## src/rtl/ebu_pkg.sv

```systemverilog
/*
  package of the external bus unit: bus modes, address-space sizes, window
  config field layout, access states and timing counts.
  assumes a 20 MHz core clock and nothing else.
*/
`default_nettype none
package ebu_pkg;

  // bus mode field of a bus config word
  typedef enum logic [2:0] {
    EBU_SINGLE   = 3'b000,
    EBU_DMX16    = 3'b001,
    EBU_MUX16    = 3'b010,
    EBU_MUX8     = 3'b011,
    EBU_DMX8     = 3'b100
  } ebu_mode_t;

  // address space restriction
  typedef enum logic [1:0] {
    EBU_SEG_16M  = 2'b00,
    EBU_SEG_1M   = 2'b01,
    EBU_SEG_256K = 2'b10,
    EBU_SEG_64K  = 2'b11
  } ebu_seg_t;

  typedef enum logic [2:0] {
    EBU_IDLE     = 3'b000,
    EBU_ALE      = 3'b001,
    EBU_DELAY    = 3'b010,
    EBU_STROBE   = 3'b011,
    EBU_TRIST    = 3'b100,
    EBU_HELD     = 3'b101
  } ebu_state_t;

  // bus config word layout: [2:0] mode, [6:3] wait states, [7] tri-state
  // time, [8] long ale, [9] strobe delay, [10] ready enable
  localparam int EBU_CFG_W = 11;
  localparam int EBU_MODE_LSB = 0;
  localparam int EBU_WAIT_LSB = 3;
  localparam int EBU_TRI_BIT = 7;
  localparam int EBU_ALE_BIT = 8;
  localparam int EBU_DLY_BIT = 9;
  localparam int EBU_RDY_BIT = 10;
  // window select layout: [11:0] base a23..a12, [15:12] size code
  localparam int EBU_SEL_W = 16;
  localparam int EBU_NWIN = 4;
  localparam int EBU_ADDR_W = 24;
  localparam logic [EBU_CFG_W-1:0] EBU_CFG_RST = 11'h000;
  localparam logic [3:0] EBU_CNT_RST = 4'h0;
  localparam logic [4:0] EBU_CS_IDLE = 5'h1F;

  // slack before a ready is trusted, derived from the clock rate
  localparam int EBU_CLK_MHZ = 20;
  localparam int EBU_RDY_SETUP_NS = 50;
  localparam int EBU_RDY_SETUP_CYC = (EBU_RDY_SETUP_NS * EBU_CLK_MHZ + 999) / 1000;

endpackage
`default_nettype wire

```

## src/rtl/ebu_win_if.sv

```systemverilog
/*
  interface carrying the window decode result from the decoder to the top.
  assumes both ends share one clock domain; purely combinational content.
*/
`timescale 1ns/100ps
`default_nettype none
interface ebu_win_if;
  import ebu_pkg::*;
  logic [EBU_ADDR_W-1:0] addr;
  logic [EBU_NWIN:0] hit_onehot;
  logic [EBU_CFG_W-1:0] cfg;
  modport dec (input addr, output hit_onehot, output cfg);
  modport top (output addr, input hit_onehot, input cfg);
endinterface
`default_nettype wire

```

## src/rtl/ebu_top.sv

```systemverilog
/*
  external bus unit: carries core accesses onto the external pins in
  multiplexed or demultiplexed, 8 or 16 bit modes (single-chip accesses end locally), with window
  decode, chip selects, ready waits and hold arbitration.
  assumes the core holds a request with its fields until ack; the ready and hold
  pin inputs are asynchronous and are synchronised here, data is sampled directly.
*/
`timescale 1ns/100ps
`default_nettype none
module ebu_top
  import ebu_pkg::*;
(
  input wire logic clk_in,
  input wire logic rstn_in,
  input wire logic ce_in,
  // configuration bits
  input wire logic [EBU_NWIN*EBU_SEL_W-1:0] window_address_select_in,
  input wire logic [EBU_CFG_W-1:0] default_bus_config_in,
  input wire logic [EBU_NWIN*EBU_CFG_W-1:0] window_bus_config_in,
  input wire logic [1:0] seg_size_in,
  input wire logic hold_arbitration_enable_in,
  input wire logic slave_mode_select_bit_in,
  input wire logic [7:0] pin_dir_in,
  input wire logic [7:0] pin_open_drain_in,
  // core request port
  input wire logic req_in,
  input wire logic req_write_in,
  input wire logic req_byte_in,
  input wire logic [EBU_ADDR_W-1:0] req_addr_in,
  input wire logic [15:0] req_wdata_in,
  output logic ack_out,
  output logic [15:0] rdata_out,
  output logic busy_out,
  // external pins
  output logic [15:0] data_port_out,
  output logic [15:0] data_port_oe_out,
  input wire logic [15:0] data_port_in,
  output logic [15:0] address_port_out,
  output logic address_port_oe_out,
  output logic [7:0] seg_addr_out,
  output logic [7:0] seg_addr_oe_out,
  output logic ale_out,
  output logic rd_n_out,
  output logic wr_n_out,
  output logic bhe_n_out,
  input wire logic ready_n_in,
  output logic [7:0] port6_out,
  output logic [7:0] port6_oe_out,
  input wire logic hold_n_in,
  input wire logic hold_acknowledge_n_in
);
  ebu_win_if win();
  ebu_state_t state;
  logic [3:0] cnt;
  logic [EBU_CFG_W-1:0] cur_cfg;
  logic [EBU_NWIN:0] cur_hit;
  logic [2:0] rdy_sync, hold_sync, hold_acknowledge_sync;
  logic rdy_ok, hold_req, hold_acknowledge_in_lvl;

  ebu_win_dec u_dec (
    .win(win.dec),
    .sel_in(window_address_select_in),
    .cfg_in({window_bus_config_in, default_bus_config_in})
  );
  assign win.addr = req_addr_in;

  // three-stage synchronisers; change counts when stages two and three agree
  always_ff @(posedge clk_in)
  begin
    if (!rstn_in)
    begin
      rdy_sync <= 3'h7;
      hold_sync <= 3'h7;
      hold_acknowledge_sync <= 3'h7;
    end
    else if (ce_in)
    begin
      rdy_sync <= {rdy_sync[1:0], ready_n_in};
      hold_sync <= {hold_sync[1:0], hold_n_in};
      hold_acknowledge_sync <= {hold_acknowledge_sync[1:0], hold_acknowledge_n_in};
    end
  end

  // filtered levels, active high; kept until both late stages agree again
  always_ff @(posedge clk_in)
  begin
    if (!rstn_in)
    begin
      rdy_ok <= 1'b0;
      hold_req <= 1'b0;
      hold_acknowledge_in_lvl <= 1'b0;
    end
    else if (ce_in)
    begin
      if (rdy_sync[2] == rdy_sync[1])
        rdy_ok <= !rdy_sync[2];
      if (hold_sync[2] == hold_sync[1])
        hold_req <= !hold_sync[2];
      if (hold_acknowledge_sync[2] == hold_acknowledge_sync[1])
        hold_acknowledge_in_lvl <= !hold_acknowledge_sync[2];
    end
  end

  // decoded view of the active config; at the start edge the latched copy
  // is still the previous access, so the pins take the fresh decode then
  wire [EBU_CFG_W-1:0] act_cfg = (state == EBU_IDLE) ? win.cfg : cur_cfg;
  wire [EBU_NWIN:0] act_hit = (state == EBU_IDLE) ? win.hit_onehot : cur_hit;
  wire ebu_mode_t cur_mode = ebu_mode_t'(act_cfg[EBU_MODE_LSB +: 3]);
  wire is_mux = cur_mode == EBU_MUX16 || cur_mode == EBU_MUX8;
  wire is_8bit = cur_mode == EBU_MUX8 || cur_mode == EBU_DMX8;
  wire ebu_mode_t new_mode = ebu_mode_t'(win.cfg[EBU_MODE_LSB +: 3]);
  wire arb_on = hold_arbitration_enable_in;
  wire slave = arb_on && slave_mode_select_bit_in;
  // master grants on hold; slave owns bus only when acknowledge comes in
  wire give_up = arb_on && (slave ? !hold_acknowledge_in_lvl : hold_req);
  wire start = req_in && !ack_out && new_mode != EBU_SINGLE;
  wire local_done = req_in && !ack_out && new_mode == EBU_SINGLE;
  wire wait_done = cnt == EBU_CNT_RST && (!cur_cfg[EBU_RDY_BIT] || rdy_ok);

  // access sequencer: ale, strobe delay, strobe with waits, tri-state gap
  ebu_state_t next_state;
  logic [3:0] next_cnt;
  always_comb
  begin
    next_state = state;
    next_cnt = cnt;
    case (state)
      EBU_IDLE:
        if (give_up)
          next_state = EBU_HELD;
        else if (start)
        begin
          next_state = EBU_ALE;
          next_cnt = {3'h0, win.cfg[EBU_ALE_BIT]};
        end
      EBU_ALE:
        if (cnt != EBU_CNT_RST)
          next_cnt = cnt - 4'h1;
        else if (cur_cfg[EBU_DLY_BIT])
          next_state = EBU_DELAY;
        else
        begin
          next_state = EBU_STROBE;
          next_cnt = cur_cfg[EBU_WAIT_LSB +: 4];
        end
      EBU_DELAY:
      begin
        next_state = EBU_STROBE;
        next_cnt = cur_cfg[EBU_WAIT_LSB +: 4];
      end
      EBU_STROBE:
        if (cnt != EBU_CNT_RST)
          next_cnt = cnt - 4'h1;
        else if (wait_done)
        begin
          next_state = EBU_TRIST;
          next_cnt = {3'h0, cur_cfg[EBU_TRI_BIT]};
        end
      EBU_TRIST:
        if (cnt != EBU_CNT_RST)
          next_cnt = cnt - 4'h1;
        else
          next_state = EBU_IDLE;
      EBU_HELD:
        if (!give_up)
          next_state = EBU_IDLE;
      default:
        next_state = EBU_IDLE;
    endcase
  end

  always_ff @(posedge clk_in)
  begin
    if (!rstn_in)
    begin
      state <= EBU_IDLE;
      cnt <= EBU_CNT_RST;
    end
    else if (ce_in)
    begin
      state <= next_state;
      cnt <= next_cnt;
    end
  end

  // latch window result at access start so a moving address cannot glitch cs
  always_ff @(posedge clk_in)
  begin
    if (!rstn_in)
    begin
      cur_cfg <= EBU_CFG_RST;
      cur_hit <= '0;
    end
    else if (ce_in && state == EBU_IDLE && start && !give_up)
    begin
      cur_cfg <= win.cfg;
      cur_hit <= win.hit_onehot;
    end
  end

  // pin values for the next cycle
  wire in_access = next_state inside {EBU_ALE, EBU_DELAY, EBU_STROBE, EBU_TRIST};
  wire in_strobe = next_state == EBU_STROBE;
  wire held = next_state == EBU_HELD;
  wire addr_phase = next_state == EBU_ALE || next_state == EBU_DELAY;
  wire [15:0] wdata_lane = is_8bit ? {8'h00, req_wdata_in[7:0]} : req_wdata_in;
  wire [15:0] next_data = (is_mux && addr_phase) ? req_addr_in[15:0] : wdata_lane;
  wire drive_data = in_access && !held && ((is_mux && addr_phase) || (req_write_in && !addr_phase));
  wire [15:0] lane_oe = (is_mux && addr_phase) ? 16'hFFFF : (is_8bit ? 16'h00FF : 16'hFFFF);
  wire [3:0] seg_lines = (seg_size_in == EBU_SEG_16M) ? 4'h8 :
                         (seg_size_in == EBU_SEG_1M) ? 4'h4 :
                         (seg_size_in == EBU_SEG_256K) ? 4'h2 : 4'h0;
  wire [7:0] seg_mask = 8'hFF >> (4'h8 - seg_lines);
  wire [4:0] cs_n = in_access ? ~act_hit : EBU_CS_IDLE;
  // bus request when held off with an external access waiting
  wire bus_request_out = arb_on && held && req_in && new_mode != EBU_SINGLE;
  wire hold_acknowledge_drv = arb_on && !slave;
  wire [7:0] p6_val = {!bus_request_out, held ? 1'b0 : 1'b1, 1'b1, held ? EBU_CS_IDLE : cs_n};
  // controller owns 7 under arbitration and 6 as master only, never 5, and 4..0 unless held
  wire [7:0] own = {arb_on, hold_acknowledge_drv, 1'b0, {5{!held}}};
  wire [7:0] drv_en = own | (pin_dir_in & ~{arb_on, arb_on, arb_on, 5'h1F});
  wire [7:0] od_en = drv_en & ~(pin_open_drain_in & p6_val);
  wire done = (state == EBU_TRIST && cnt == EBU_CNT_RST) || local_done;

  // registered pins; data, address, segment and chip-select lines float while the bus is held away
  always_ff @(posedge clk_in)
  begin
    if (!rstn_in)
    begin
      data_port_out <= 16'h0000;
      data_port_oe_out <= 16'h0000;
      address_port_out <= 16'h0000;
      address_port_oe_out <= 1'b0;
      seg_addr_out <= 8'h00;
      seg_addr_oe_out <= 8'h00;
      ale_out <= 1'b0;
      rd_n_out <= 1'b1;
      wr_n_out <= 1'b1;
      bhe_n_out <= 1'b1;
      port6_out <= 8'hFF;
      port6_oe_out <= 8'h00;
      ack_out <= 1'b0;
      rdata_out <= 16'h0000;
      busy_out <= 1'b0;
    end
    else if (ce_in)
    begin
      data_port_out <= next_data;
      data_port_oe_out <= drive_data ? lane_oe : 16'h0000;
      address_port_out <= req_addr_in[15:0];
      address_port_oe_out <= in_access && !is_mux;
      seg_addr_out <= req_addr_in[23:16] & seg_mask;
      seg_addr_oe_out <= in_access ? seg_mask : 8'h00;
      ale_out <= next_state == EBU_ALE;
      rd_n_out <= !(in_strobe && !req_write_in);
      wr_n_out <= !(in_strobe && req_write_in);
      bhe_n_out <= !(in_access && !req_byte_in && !is_8bit);
      port6_out <= p6_val;
      port6_oe_out <= od_en;
      ack_out <= done;
      if (state == EBU_STROBE && wait_done && !req_write_in)
        rdata_out <= is_8bit ? {8'h00, data_port_in[7:0]} : data_port_in;
      busy_out <= in_access;
    end
  end

  // checks
  ale_first_a: assert property (@(posedge clk_in) disable iff (!rstn_in)
    (ce_in && state == EBU_IDLE && start && !give_up) |=> ale_out)
    else $error("ale missing after access start");
  cs_onehot_a: assert property (@(posedge clk_in) disable iff (!rstn_in)
    $countones(~port6_out[4:0]) <= 1)
    else $error("more than one chip select active");
  prio_4over3_a: assert property (@(posedge clk_in) disable iff (!rstn_in)
    win.hit_onehot[4] |-> !win.hit_onehot[3])
    else $error("window three not overridden by four");
  default_cfg_a: assert property (@(posedge clk_in) disable iff (!rstn_in)
    win.hit_onehot[0] |-> win.cfg == default_bus_config_in)
    else $error("default config not used outside windows");
  ready_wait_a: assert property (@(posedge clk_in) disable iff (!rstn_in)
    (ce_in && state == EBU_STROBE && cnt == EBU_CNT_RST && cur_cfg[EBU_RDY_BIT] && !rdy_ok)
    |=> state == EBU_STROBE)
    else $error("access ended without ready");
  float_held_a: assert property (@(posedge clk_in) disable iff (!rstn_in)
    (ce_in && state == EBU_HELD) |=> data_port_oe_out == 16'h0000 && !address_port_oe_out)
    else $error("bus driven while held");
  single_noext_a: assert property (@(posedge clk_in) disable iff (!rstn_in)
    (ce_in && local_done && state == EBU_IDLE) |=> ack_out && rd_n_out && wr_n_out)
    else $error("single-chip access reached the pins");
  seg_lines_a: assert property (@(posedge clk_in) disable iff (!rstn_in)
    (ce_in && seg_size_in == EBU_SEG_64K) |=> seg_addr_oe_out == 8'h00)
    else $error("segment lines driven in 64K space");
  no_arb_a: assert property (@(posedge clk_in) disable iff (!rstn_in)
    (ce_in && !hold_arbitration_enable_in) |=> port6_oe_out[7:5] == (pin_dir_in[7:5] & ~(pin_open_drain_in[7:5] & port6_out[7:5])))
    else $error("arbitration pins taken without enable");
  slave_hold_acknowledge_a: assert property (@(posedge clk_in) disable iff (!rstn_in)
    (ce_in && hold_arbitration_enable_in && slave_mode_select_bit_in) |=> !port6_oe_out[6])
    else $error("acknowledge driven in slave mode");
  cov_write_c: cover property (@(posedge clk_in) !wr_n_out ##1 wr_n_out);
  cov_hold_c: cover property (@(posedge clk_in) state == EBU_HELD && bus_request_out);
  cov_wait_c: cover property (@(posedge clk_in) state == EBU_STROBE && !rdy_ok && cur_cfg[EBU_RDY_BIT]);
  cov_win4_c: cover property (@(posedge clk_in) busy_out && !port6_out[4]);
endmodule
`default_nettype wire

```

## src/rtl/ebu_win_dec.sv

```systemverilog
/*
  window decoder: matches an address against four window selects and
  resolves priority, falling back to the default config.
  assumes selects and configs are held stable by the caller.
*/
`timescale 1ns/100ps
`default_nettype none
module ebu_win_dec
  import ebu_pkg::*;
(
  ebu_win_if.dec win,
  input wire logic [EBU_NWIN*EBU_SEL_W-1:0] sel_in,
  input wire logic [(EBU_NWIN+1)*EBU_CFG_W-1:0] cfg_in
);
  logic [EBU_NWIN-1:0] raw_hit;

  // per-window compare; size code masks low base bits, 4 KB granules
  genvar g;
  generate
    for (g = 0; g < EBU_NWIN; g++)
    begin : gen_win
      wire [11:0] base = sel_in[g*EBU_SEL_W +: 12];
      wire [3:0] size = sel_in[g*EBU_SEL_W+12 +: 4];
      wire [11:0] mask = 12'hFFF << size;
      wire enabled = base != 12'h000 || size != 4'h0;
      wire en_cfg = cfg_in[(g+1)*EBU_CFG_W +: 3] != EBU_SINGLE;
      assign raw_hit[g] = enabled && en_cfg && ((win.addr[23:12] & mask) == (base & mask));
    end
  endgenerate

  // 4 beats 3, 2 beats 1; pairs are taken as 4 > 3 > 2 > 1 overall
  wire w4 = raw_hit[3];
  wire w3 = raw_hit[2] && !w4;
  wire w2 = raw_hit[1] && !w4 && !w3;
  wire w1 = raw_hit[0] && !w4 && !w3 && !w2;
  wire w0 = !(w4 || w3 || w2 || w1);
  assign win.hit_onehot = {w4, w3, w2, w1, w0};
  assign win.cfg = w4 ? cfg_in[4*EBU_CFG_W +: EBU_CFG_W] :
                   w3 ? cfg_in[3*EBU_CFG_W +: EBU_CFG_W] :
                   w2 ? cfg_in[2*EBU_CFG_W +: EBU_CFG_W] :
                   w1 ? cfg_in[1*EBU_CFG_W +: EBU_CFG_W] :
                        cfg_in[0 +: EBU_CFG_W];
endmodule
`default_nettype wire

```

## config.mk

```make
export PLATFORM = sky130hd
export DESIGN_NAME = ebu_top
export DESIGN_NICKNAME = d
export VERILOG_FILES = /design/src/rtl/ebu_pkg.sv /design/src/rtl/ebu_win_if.sv /design/src/rtl/ebu_top.sv /design/src/rtl/ebu_win_dec.sv
export SDC_FILE = /design/constraint.sdc
export NUM_CORES = 1
export LEC_CHECK = 0
export ABC_AREA = 1
export BUFFER_PORTS_ARGS = -buffer_cell sky130_fd_sc_hd__buf_2
export CAP_MARGIN = 20
export CORE_MARGIN = 10
export CORE_UTILIZATION = 39
export DETAILED_ROUTE_END_ITERATION = 7
export GPL_ROUTABILITY_DRIVEN = 0
export GPL_TIMING_DRIVEN = 0
export PLACE_DENSITY = 0.76
export SLEW_MARGIN = 5
export SYNTH_ARGS = -nofsm -noshare
export SYNTH_HDL_FRONTEND = slang
export SYNTH_SLANG_ARGS = --single-unit
export TNS_END_PERCENT = 5
```

## constraint.sdc

```tcl
create_clock -name clk_in -period 10.1 [get_ports clk_in]
set_input_delay 3.03 -clock clk_in [delete_from_list [all_inputs] [get_ports clk_in]]
set_output_delay 3.03 -clock clk_in [all_outputs]
set_load 0.005 [all_outputs]
```

==> impl_metrics.py, run 1 <==
metrics = {
    "grt": {
        "overflow": 0,
        "track_usage_pct": 22.19,
        "grt_pass1_wl_um": 42790,
        "grt_max_degree": 17,
        "antenna_found_initial": 3,
        "grt_pass1_vias": 8107,
    },
    "timing": {
        "fin_worst_skew_ns": 0.005462,
        "rsz0062_at_grt": "no",
        "setup_ws_ns": 4.232,
        "worst_slew_pin_slew_ns": 0.8936,
        "final.period_utilization_pct": 58.09,
        "finalMaxSlewViolations": 0,
        "setup_viol": 0,
        "relSlewSlack_pct": 39.97,
        "period_needed_ns": 5.868,
        "tns_ns": 0,
        "hold_viol_final": 0,
        "fmax_ghz": 0.1704,
    },
    "drt": {
        "first_pass_iters": 6,
        "drt_iter0_markers": 493,
        "wl_per_cell_um": 16.55,
        "drc_errors": 0,
        "ant_nets": 0,
        "vias": 8563,
        "wl_um": 28290,
        "via_per_inst": 5.011,
    },
    "logic_synthesis": {
        "syn_area_per_cell_um2": 6.229,
        "synth_cells": 1156,
        "yosysSeqAreaShare_pct": 32.53,
        "syn-num-nets": 1362,
        "ys_warn_count": 0,
        "ys_ff_latch": 117,
        "synth_area_um2": 7201,
        "ys_types": 47,
    },
    "critical_path": {
        "required_ns": 10.39,
        "slowest_stage": "nand3_2",
        "start_kind": "primary input",
        "crit_arrival_ns": 6.16,
        "max_stage_delay_ns": 0.24,
        "cpMostUsedCell": "nand2_1",
        "worstReg2RegStart": "state[0]$_SDFFE_PN0P_",
        "crit_path_end_kind": "register",
        "crit_start": "req_addr_in[17]",
        "path_max_fanout": 10,
        "crit_type": "primary input to register",
    },
    "die": {
        "ios": 307,
        "design.core.area_um2": 18090,
        "initial_core_util_pct": 39.81,
        "rows": 49,
        "die_area_um2": 24300,
        "die_y_um": 155.9,
        "die_x_um": 155.9,
    },
    "outcome": {
        "status": "complete, no violations",
    },
    "clock_network": {
        "clockRootBuffer": "clkbuf_16",
        "clkLatencyLatePin_ns": 0.42,
        "h-tree-depth": 4,
        "cts_made_buffers": 17,
        "cts_hold_buffers": 0,
        "clk_pin_slew_ns": 0.05,
        "cts_sinks": 117,
        "cts_max_path_buffers": 2,
        "post-cts-setup-buffers": 0,
        "cts_tree": "built",
        "cts_resized": 0,
    },
    "layout": {
        "seq_area_um2": 2342,
        "layout_commonest_cell": "nand2_1",
        "nFillCells": 1839,
        "mostFrequentLayoutCells": "324 x nand2_1, 303 x buf_2, 132 x nor2_1",
        "multi_input_area_um2": 3971,
        "area_growth_pct": 33.17,
        "fin_nets": 1671,
        "drive_above_1_share_pct": 28.01,
    },
    "power_and_ir_drop": {
        "vdd.ir_drop.worst_mv": 0.1130,
        "power.density_nw_per_um2": 161.8,
        "p_leak_uw": 0.005045,
    },
    "worst_hold_path": {
        "min_from": "cur_hit[0]$_SDFFE_PN0P_",
        "min_path_type": "register to register",
    },
    "place": {
        "port_buffers": 290,
        "hpwlAfterDp_um": 22880,
        "preCtsSetupSlack_ns": 3.901,
    },
    "job": {
        "maxCapViolCount": 0,
    },
}
where the power goes:
part	internal (uW)	switching (uW)	leakage [uW]	total, uW
Combinational	149	235	0.00377	384
Clock	445	210	0.000320	655
Sequential	494	19.3	0.000959	513
Total	1090	464	0.00504	1550
worst max-delay path, delay by kind of cell:
kind                   cells  cell delay (ns)
AOI/OAI and AO/OA          2             0.28
buffers and inverters      7             1.02
and+or+nand+nor           20             1.79
registers in the layout, summed over array words and instances, names as in the netlist, 2 cells and up:
name                   cells
address_port_out          16
cnt                        4
cur_cfg                   10
cur_hit                    5
data_port_oe_out           2
data_port_out             16
hold_acknowledge_sync      3
hold_sync                  3
port6_oe_out               8
port6_out                  7
rdata_out                 16
rdy_sync                   3
seg_addr_oe_out            3
seg_addr_out               8
state                      3
metal layers:
layer,routed length (um),GRT usage (%),vias up
met5,7,0,-
met4,598,7.599,2
met3,2608,7.113,39
met2,13410,36.35,343
met1,11670,26.85,3872
li1,-,-,4307
per-stage QoR:
step	std cells	total power [uW]	utilization (%)	cell area (um^2)	hold slack [ns]
global placement	1675	896.1	49.42	8939	0.4313
floorplan	1156	753.2	-	7201	0.4245
detailed placement	1675	904.2	49.42	8939	0.4399
global route	1709	1631	53.02	9589	0.4723
finish	1709	1552	53.02	9589	0.4534
CTS	1707	1560	52.99	9584	0.4543
worst paths after layout:
kind / endpoint / slack [ns] / cells after the start
worst max register to register: port6_out[1]$_SDFFE_PN1P_ / 7.40 / 15
worst min-delay path: cur_hit[0]$_SDFFE_PN0P_ / 0.45 / 2
worst max-delay path: port6_out[1]$_SDFFE_PN1P_ / 4.23 / 29
worst min register to register: cur_hit[0]$_SDFFE_PN0P_ / 0.45 / 2
cell usage after synthesis (all sizes together):
library cell	count	share of area [%]
nor4	1	0.30
nand3	79	5.9
nand3b	2	0.21
o211a	1	0.14
clkbuf	26	1.4
a31oi	3	0.26
nand4	6	0.73
o211ai	11	1.1
a211oi	1	0.10
buf	44	4.2
o2111ai	1	0.12
xor2	7	0.85
inv	128	6.7
a221oi	2	0.24
nor3b	1	0.10
o22ai	6	0.52
ha	2	0.35
a21o	1	0.10
clkinv	2	0.10
or2	5	0.43
conb	1	0.052
nor2	140	7.6
a41oi	3	0.36
a21oi	103	7.7
or3	1	0.087
nor3	8	0.56
dfxtp	117	33
o21ai	98	6.8
and3	1	0.087
xnor2	13	1.6
nand2	342	19
logic make-up (layout without fill, tap and decap cells):
group,count (synthesis),after routing,share of synthesized area (%)
other,1,3,0.05208
AOI/OAI and AO/OA,230,230,17.50
adders and majority gates,2,2,0.3475
and+or+nand+nor,586,586,34.82
xor gates and xnor gates,20,20,2.433
DFF,117,117,32.53
buffers and inverters,200,522,12.32
layout make-up:
class / instances / share of cell area (%)
sequential: 117 / 24.43
clock buffer: 24 / 5.232
tap: 229 / 2.988
antenna: 2 / 0.05219
buffer: 70 / 4.162
timing repair buffer: 290 / 15.14
clock inverter: 8 / 1.501
inverter: 130 / 5.089
multi-input combinational: 839 / 41.41
Note: power is estimated with default switching activity, not from simulation.
==> run 2: changes to the inputs <==
Settings changed: PLACE_DENSITY 0.76 to 0.79.
Clock period 10.1 ns to 5.1 ns, I/O delays scaled along.
==> run 2 against run 1 <==
- count of clock-buffer cells in the layout down 4
- cell area down 0.17%
- clock power rose by 95%
- highest routed layer unchanged
- global-route usage is 0.13 points higher
- hold slack gained 0.0028 ns
- sequential power increased by 99%
- die area unchanged
- combinational power rose by 99%
- final cell count is 0.12% lower
- sequential share of layout area hardly changed
==> impl_metrics.py, run 2 (synthesis results as in run 1) <==
metrics = {
    "die": {
        "initial_core_util_pct": 39.81,
        "die_area_um2": 24300,
        "ios": 307,
        "die_x_um": 155.9,
        "die_y_um": 155.9,
        "design.core.area_um2": 18090,
        "rows": 49,
    },
    "layout": {
        "instances_no_fill": 1707,
        "nFillCells": 1869,
        "mostFrequentLayoutCells": "324 x nand2_1, 303 x buf_2, 132 x nor2_1",
        "layout_commonest_cell": "nand2_1",
        "area_growth_pct": 32.95,
        "drive_above_1_share_pct": 28.03,
        "fin_nets": 1671,
        "reg_top3": "address_port_out (16), data_port_out (16), rdata_out (16)",
    },
    "power_and_ir_drop": {
        "p_clk_share_pct": 41.9,
        "power.density_nw_per_um2": 319.7,
        "p_int_uw": 2115,
        "vdd.ir_drop.worst_mv": 0.1566,
        "power_frac_seq_pct": 33.2,
        "power.share.switching_pct": 30.88,
        "power_uw": 3060,
        "power_frac_comb_pct": 25.0,
        "p_leak_uw": 0.005016,
        "switchingPower_uw": 945.0,
    },
    "critical_path": {
        "crit_path_end_kind": "register",
        "max_stage_delay_ns": 0.48,
        "path_max_fanout": 10,
        "cp_num_buf_inv": 3,
        "crit_type": "primary input to register",
        "required_ns": 5.37,
        "crit_arrival_ns": 4.68,
        "slowest_stage": "nor3_1",
        "cpMostUsedCell": "nand2_1",
        "start_kind": "primary input",
        "path_cells": "buf_2 > nor3_1 > a21oi_1 > nand2_1 > nor2_2 > nand2_2 > nand2_4 > nor2_2 > nand2_1 > nand2_1 > nand2_1 > a21oi_4 > nand2_2 > nand2_4 > nand2_2 > nand2_4 > nand3_2 > nand2_1 > nand2_1 > nand2_1 > inv_2 > buf_4 > o21ai_0 > a21oi_1",
        "crit_family": "simple AND/OR/NAND/NOR gates",
    },
    "grt": {
        "antenna_found_initial": 1,
        "grt_pass1_wl_um": 43220,
        "track_usage_pct": 22.32,
        "overflow": 0,
        "grt_max_degree": 17,
        "grt_pass1_vias": 8256,
    },
    "place": {
        "dp_cells": 1675,
        "port_buffers": 290,
        "hpwlAfterDp_um": 22700,
    },
    "worst_hold_path": {
        "min_path_type": "register to register",
    },
    "timing": {
        "relSlewSlack_pct": 44.96,
        "setup_viol": 0,
        "period_needed_ns": 4.409,
        "hold_viol_final": 0,
        "fin_worst_skew_ns": 0.006584,
        "tns_ns": 0,
        "finalMaxSlewViolations": 0,
        "final.period_utilization_pct": 86.46,
        "rsz0062_at_grt": "no",
        "worst_slew_pin_slew_ns": 0.8193,
        "worst_hold_slack_ns": 0.4562,
        "fmax_ghz": 0.2268,
    },
    "drt": {
        "ant_nets": 0,
        "drt_iter0_markers": 597,
        "via_per_inst": 5.001,
        "drc_errors": 0,
        "first_pass_iters": 8,
        "vias": 8537,
        "wl_per_cell_um": 16.61,
        "wl_um": 28350,
    },
    "clock_network": {
        "clockRootBuffer": "clkbuf_16",
        "cts_sinks": 117,
        "post-cts-setup-buffers": 0,
        "cts_made_buffers": 17,
        "cts_tree": "built",
        "clk_pin_slew_ns": 0.06,
        "cts_max_path_buffers": 2,
        "cts_resized": 0,
        "clkLatencyLatePin_ns": 0.42,
        "cts_hold_buffers": 0,
        "h-tree-depth": 4,
    },
    "job": {
        "maxCapViolCount": 0,
    },
    "outcome": {
        "status": "complete, no violations",
    },
}
==> run 2: changes by cell type in the layout (fill, tap and decap cells not counted), sizes merged <==
cell,change
clkbuf,-4
clkinv,-3
clkinvlp,+5
diode,-1
inv,+1
==> run 2: cell type report <==
cell class	instances	area (um^2)	share of cell area (%)
Multi-Input combinational cell	839	3971	41.48
Sequential cell	117	2342	24.47
Timing Repair Buffer	290	1451	15.16
Inverter	130	488.0	5.097
Clock buffer	20	456.7	4.771
Buffer	70	399.1	4.169
Tap cell	229	286.5	2.993
Clock inverter	11	175.2	1.830
Antenna cell	1	2.502	0.02614
==> run 2: final timing paths <==
kind	startpoint	slack, ns	to	cells past startpoint
min reg2reg	port6_out[1]$_SDFFE_PN1P_	0.46	port6_out[1]$_SDFFE_PN1P_	2
min	port6_out[1]$_SDFFE_PN1P_	0.46	port6_out[1]$_SDFFE_PN1P_	2
max	window_bus_config_in[34]	0.69	address_port_oe_out$_SDFFE_PN0P_	24
max reg2reg	cnt[0]$_SDFFE_PN0P_	2.43	address_port_oe_out$_SDFFE_PN0P_	14
==> run 2: worst reg2reg max path, stage by stage (launching register included) <==
cell and delay, ns:
dfxtp_1 0.33, inv_1 0.10, ha_1 0.16, nand2_1 0.10, inv_1 0.14, nand2_1 0.07
a221oi_1 0.61, nand3_2 0.20, nand2_1 0.10, nand2_1 0.08, nand2_1 0.12, inv_2 0.07
buf_4 0.19, o21ai_0 0.16, a21oi_1 0.11
==> run 2: metrics by stage <==
step | instance area, um^2 | util [%] | setup slack [ns]
2_1_floorplan | 7201 | - | 1.181
5_1_grt | 9570 | 52.92 | 0.5100
3_5_place_dp | 8939 | 49.42 | 0.3446
6_report | 9573 | 52.93 | 0.6907
4_1_cts | 9570 | 52.92 | 0.7876
3_3_place_gp | 8939 | 49.42 | 0.4108
==> run 2: power by group through the flow <==
stage | clock (uW) | sequential, uW | combinational, uW
global placement | 0 | 1030 | 744
global route | 1340 | 1020 | 847
finish | 1280 | 1020 | 764
detailed placement | 0 | 1030 | 756
CTS | 1300 | 1020 | 759
floorplan | 0 | 1030 | 458
==> run 2: routing by layer <==
layer | GRT usage, % | wire, um
met5 | 0 | 13
met4 | 8.498 | 690
met3 | 6.645 | 2918
met2 | 38.20 | 13530
met1 | 25.66 | 11200
==> run 3: changes to the inputs <==
Settings changed: ABC_AREA 1 to default, PLACE_DENSITY 0.79 to 0.8.
Clock period 5.1 ns to 3.95 ns, I/O delays scaled along.
==> run 3 against run 2 <==
- die area shrank 6.0%
- largest power group unchanged
- total power rose by 32%
- largest cell class unchanged
- clock power grew 34%
- hold slack got worse by 0.0053 ns
- first-iteration DRC count shrank 9.7%
- synthesized cell count fell by 28%
- cell area shrank 3.4%
- non-clock buffer count rose by 17
- combinational power up 34%
- routed wire length is 3.7% lower
==> impl_metrics.py, run 3 <==
metrics = {
    "logic_synthesis": {
        "synth_area_um2": 6705,
        "synth_top_area_share_pct": 34.93,
        "ys_ff_latch": 117,
        "synthSimpleGateAreaFrac_pct": 21.35,
        "yosysSeqAreaShare_pct": 34.93,
        "yosysMostFrequentCell": "dfxtp_1",
        "synth_common_cells": "117 x dfxtp_1, 94 x nand2_1, 91 x nor2_1",
        "ys_warn_count": 0,
        "syn-num-nets": 1042,
        "synth_async_sr_flop_share_pct": 0,
        "synth_xor_area_share_pct": 6.400,
        "synth_area_leader_cell": "dfxtp_1",
        "synth_edf_count": 0,
        "syn_area_per_cell_um2": 8.021,
        "synth_compound_area_share_pct": 21.87,
        "ys_types": 72,
        "synthTopCellsByArea": "dfxtp_1 35%, mux2i_1 7.0%, a21oi_1 6.5%",
        "yosys.area_share.adder_pct": 0.3732,
        "synth_top_family_by_area": "compound AO/OA/AOI/OAI gates",
        "synth_cells": 836,
        "synthFlopType": "dfxtp_1",
        "synth.area.mux_share_pct": 7.688,
    },
    "timing": {
        "period_needed_ns": 3.852,
        "finalMaxSlewViolations": 0,
        "fmax_ghz": 0.2596,
        "final.period_utilization_pct": 97.51,
        "relSlewSlack_pct": 46.48,
        "setup_viol": 0,
        "worst_hold_slack_ns": 0.4509,
        "tns_ns": 0,
        "hold_viol_final": 0,
        "fin_worst_skew_ns": 0.01117,
        "worst_slew_pin_slew_ns": 0.7979,
    },
    "die": {
        "rows": 47,
        "initial_core_util_pct": 40.15,
        "ios": 307,
        "die_y_um": 151.1,
        "design.core.area_um2": 16700,
        "die_x_um": 151.1,
        "die_area_um2": 22840,
    },
    "clock_network": {
        "clk_pin_slew_ns": 0.06,
        "clkLatencyLatePin_ns": 0.41,
        "clockRootBuffer": "clkbuf_16",
        "cts_hold_buffers": 0,
        "cts_max_path_buffers": 2,
        "cts_sinks": 117,
        "cts_tree": "built",
        "h-tree-depth": 4,
        "cts_made_buffers": 17,
    },
    "critical_path": {
        "crit_type": "primary input to register",
        "path_cells": "buf_2 > xor2_1 > nor2b_1 > o22ai_1 > o2111ai_2 > a21oi_4 > mux2_4 > a21oi_4 > a41oi_2 > o311ai_4 > buf_4 > nor3_1 > a211o_1",
        "max_stage_delay_ns": 0.35,
        "start_kind": "primary input",
        "crit_arrival_ns": 4.14,
        "crit_path_end_kind": "register",
        "path_max_fanout": 10,
        "required_ns": 4.24,
        "cpMostUsedCell": "a21oi_4",
        "slowest_stage": "o311ai_4",
    },
    "power_and_ir_drop": {
        "power.share.switching_pct": 29.12,
        "switchingPower_uw": 1178,
        "power_frac_comb_pct": 25.2,
        "p_leak_uw": 0.004241,
        "p_int_uw": 2867,
        "p_clk_share_pct": 42.5,
        "power_frac_seq_pct": 32.3,
        "power.density_nw_per_um2": 437.2,
        "vdd.ir_drop.worst_mv": 0.3240,
    },
    "grt": {
        "overflow": 0,
        "grt_pass1_vias": 7361,
        "grt_pass1_wl_um": 39920,
        "antenna_found_initial": 0,
        "grt_max_degree": 17,
        "track_usage_pct": 22.33,
    },
    "layout": {
        "multi_input_area_um2": 3956,
        "seq_area_um2": 2342,
        "fin_nets": 1355,
        "nFillCells": 1549,
        "area_growth_pct": 37.97,
        "reg_top3": "address_port_out (16), data_port_out (16), rdata_out (16)",
        "drive_above_1_share_pct": 34.34,
        "n_antenna_cell": 0,
        "layout_commonest_cell": "buf_2",
        "final_area_um2": 9251,
        "mostFrequentLayoutCells": "295 x buf_2, 117 x dfxtp_1, 94 x nand2_1",
    },
    "drt": {
        "first_pass_iters": 5,
        "wl_per_cell_um": 19.75,
        "drt_iter0_markers": 539,
        "vias": 7585,
        "drc_errors": 0,
        "via_per_inst": 5.488,
        "wl_um": 27290,
        "ant_nets": 0,
    },
    "place": {
        "port_buffers": 284,
        "hpwlAfterDp_um": 21220,
        "place_area_um2": 8429,
    },
    "worst_hold_path": {
        "min_path_type": "register to register",
    },
    "job": {
        "maxCapViolCount": 0,
    },
    "outcome": {
        "status": "complete, no violations",
    },
}
## run 3: cell types whose count changed after synthesis, moves of 15 or more
cell,change
a211oi_1,+15
inv_1,-98
nor2_1,-41
nand3_1,-62
mux2i_1,+47
xnor2_1,+15
o21ai_0,-58
nand2_1,-230
## run 3: worst max-delay path, delay by kind of cell
kind                   cells  cell delay, ns
AO/OA/AOI/OAI              7            1.77
buffers and inverters      2            0.44
multiplexers               1            0.34
AND/OR/NAND/NOR            2            0.21
XOR/XNOR                   1            0.19
## run 3: final cells by class
class	instances	area share [%]
flip-flops and latches	117	25.32
well taps	220	2.975
plain buffers	81	4.679
inverters	17	0.6897
multi-input cells	619	42.76
clock buffers	20	4.936
clock inverters	12	2.164
repair buffers	296	16.47
## run 3: path summary, 6_finish.rpt
path                                   start                                 to  slack, ns  cells past startpoint
hold reg to reg   rdata_out[12]$_SDFFE_PN0P_         rdata_out[12]$_SDFFE_PN0P_       0.45                      2
hold / removal    rdata_out[12]$_SDFFE_PN0P_         rdata_out[12]$_SDFFE_PN0P_       0.45                      2
setup / recovery             req_addr_in[18]  data_port_oe_out[14]$_SDFFE_PN0P_        0.1                     13
setup reg to reg         cnt[0]$_SDFFE_PN0P_      data_port_out[5]$_SDFFE_PN0P_       0.72                     13
## run 3: routing by layer
layer,vias up,wire [um],GRT usage (%)
met2,410,13390,39.16
met1,3540,10430,26.03
met4,0,717,6.882
met3,67,2753,5.788
li1,3568,-,-
met5,-,0,0
## run 3: power groups by stage
stage	clock (uW)	combinational, uW	sequential, uW
after detailed placement	0	969	1330
after global placement	0	951	1320
after CTS	1740	1000	1300
after floorplan	0	601	1320
final	1720	1020	1310
after global routing	1780	1110	1310
## run 3: logic make-up after synthesis
logic type / count (synthesis)
and+or+nand+nor: 295
AOI/OAI and AO/OA: 221
DFF: 117
buffers and inverters: 100
muxes: 51
xor gates and xnor gates: 49
adders and majority gates: 2
other: 1
## run 3: metrics by stage
stage	std cells	total power, uW	worst slack [ns]	utilization [%]
finish	1382	4045	0.09825	55.39
global route	1382	4209	-0.006761	55.39
CTS	1379	4044	0.07985	54.95
detailed placement	1340	2297	-0.9333	50.47
global placement	1340	2276	-0.8639	50.47
floorplan	836	1925	0.0005480	-
## run 3: timing repair
item | 4_1_cts | 5_1_grt
setup endpoints to repair | 42 | 37
resized for setup | 4 | 10
setup buffers | 7 | 5
pin swaps | 4 | 10
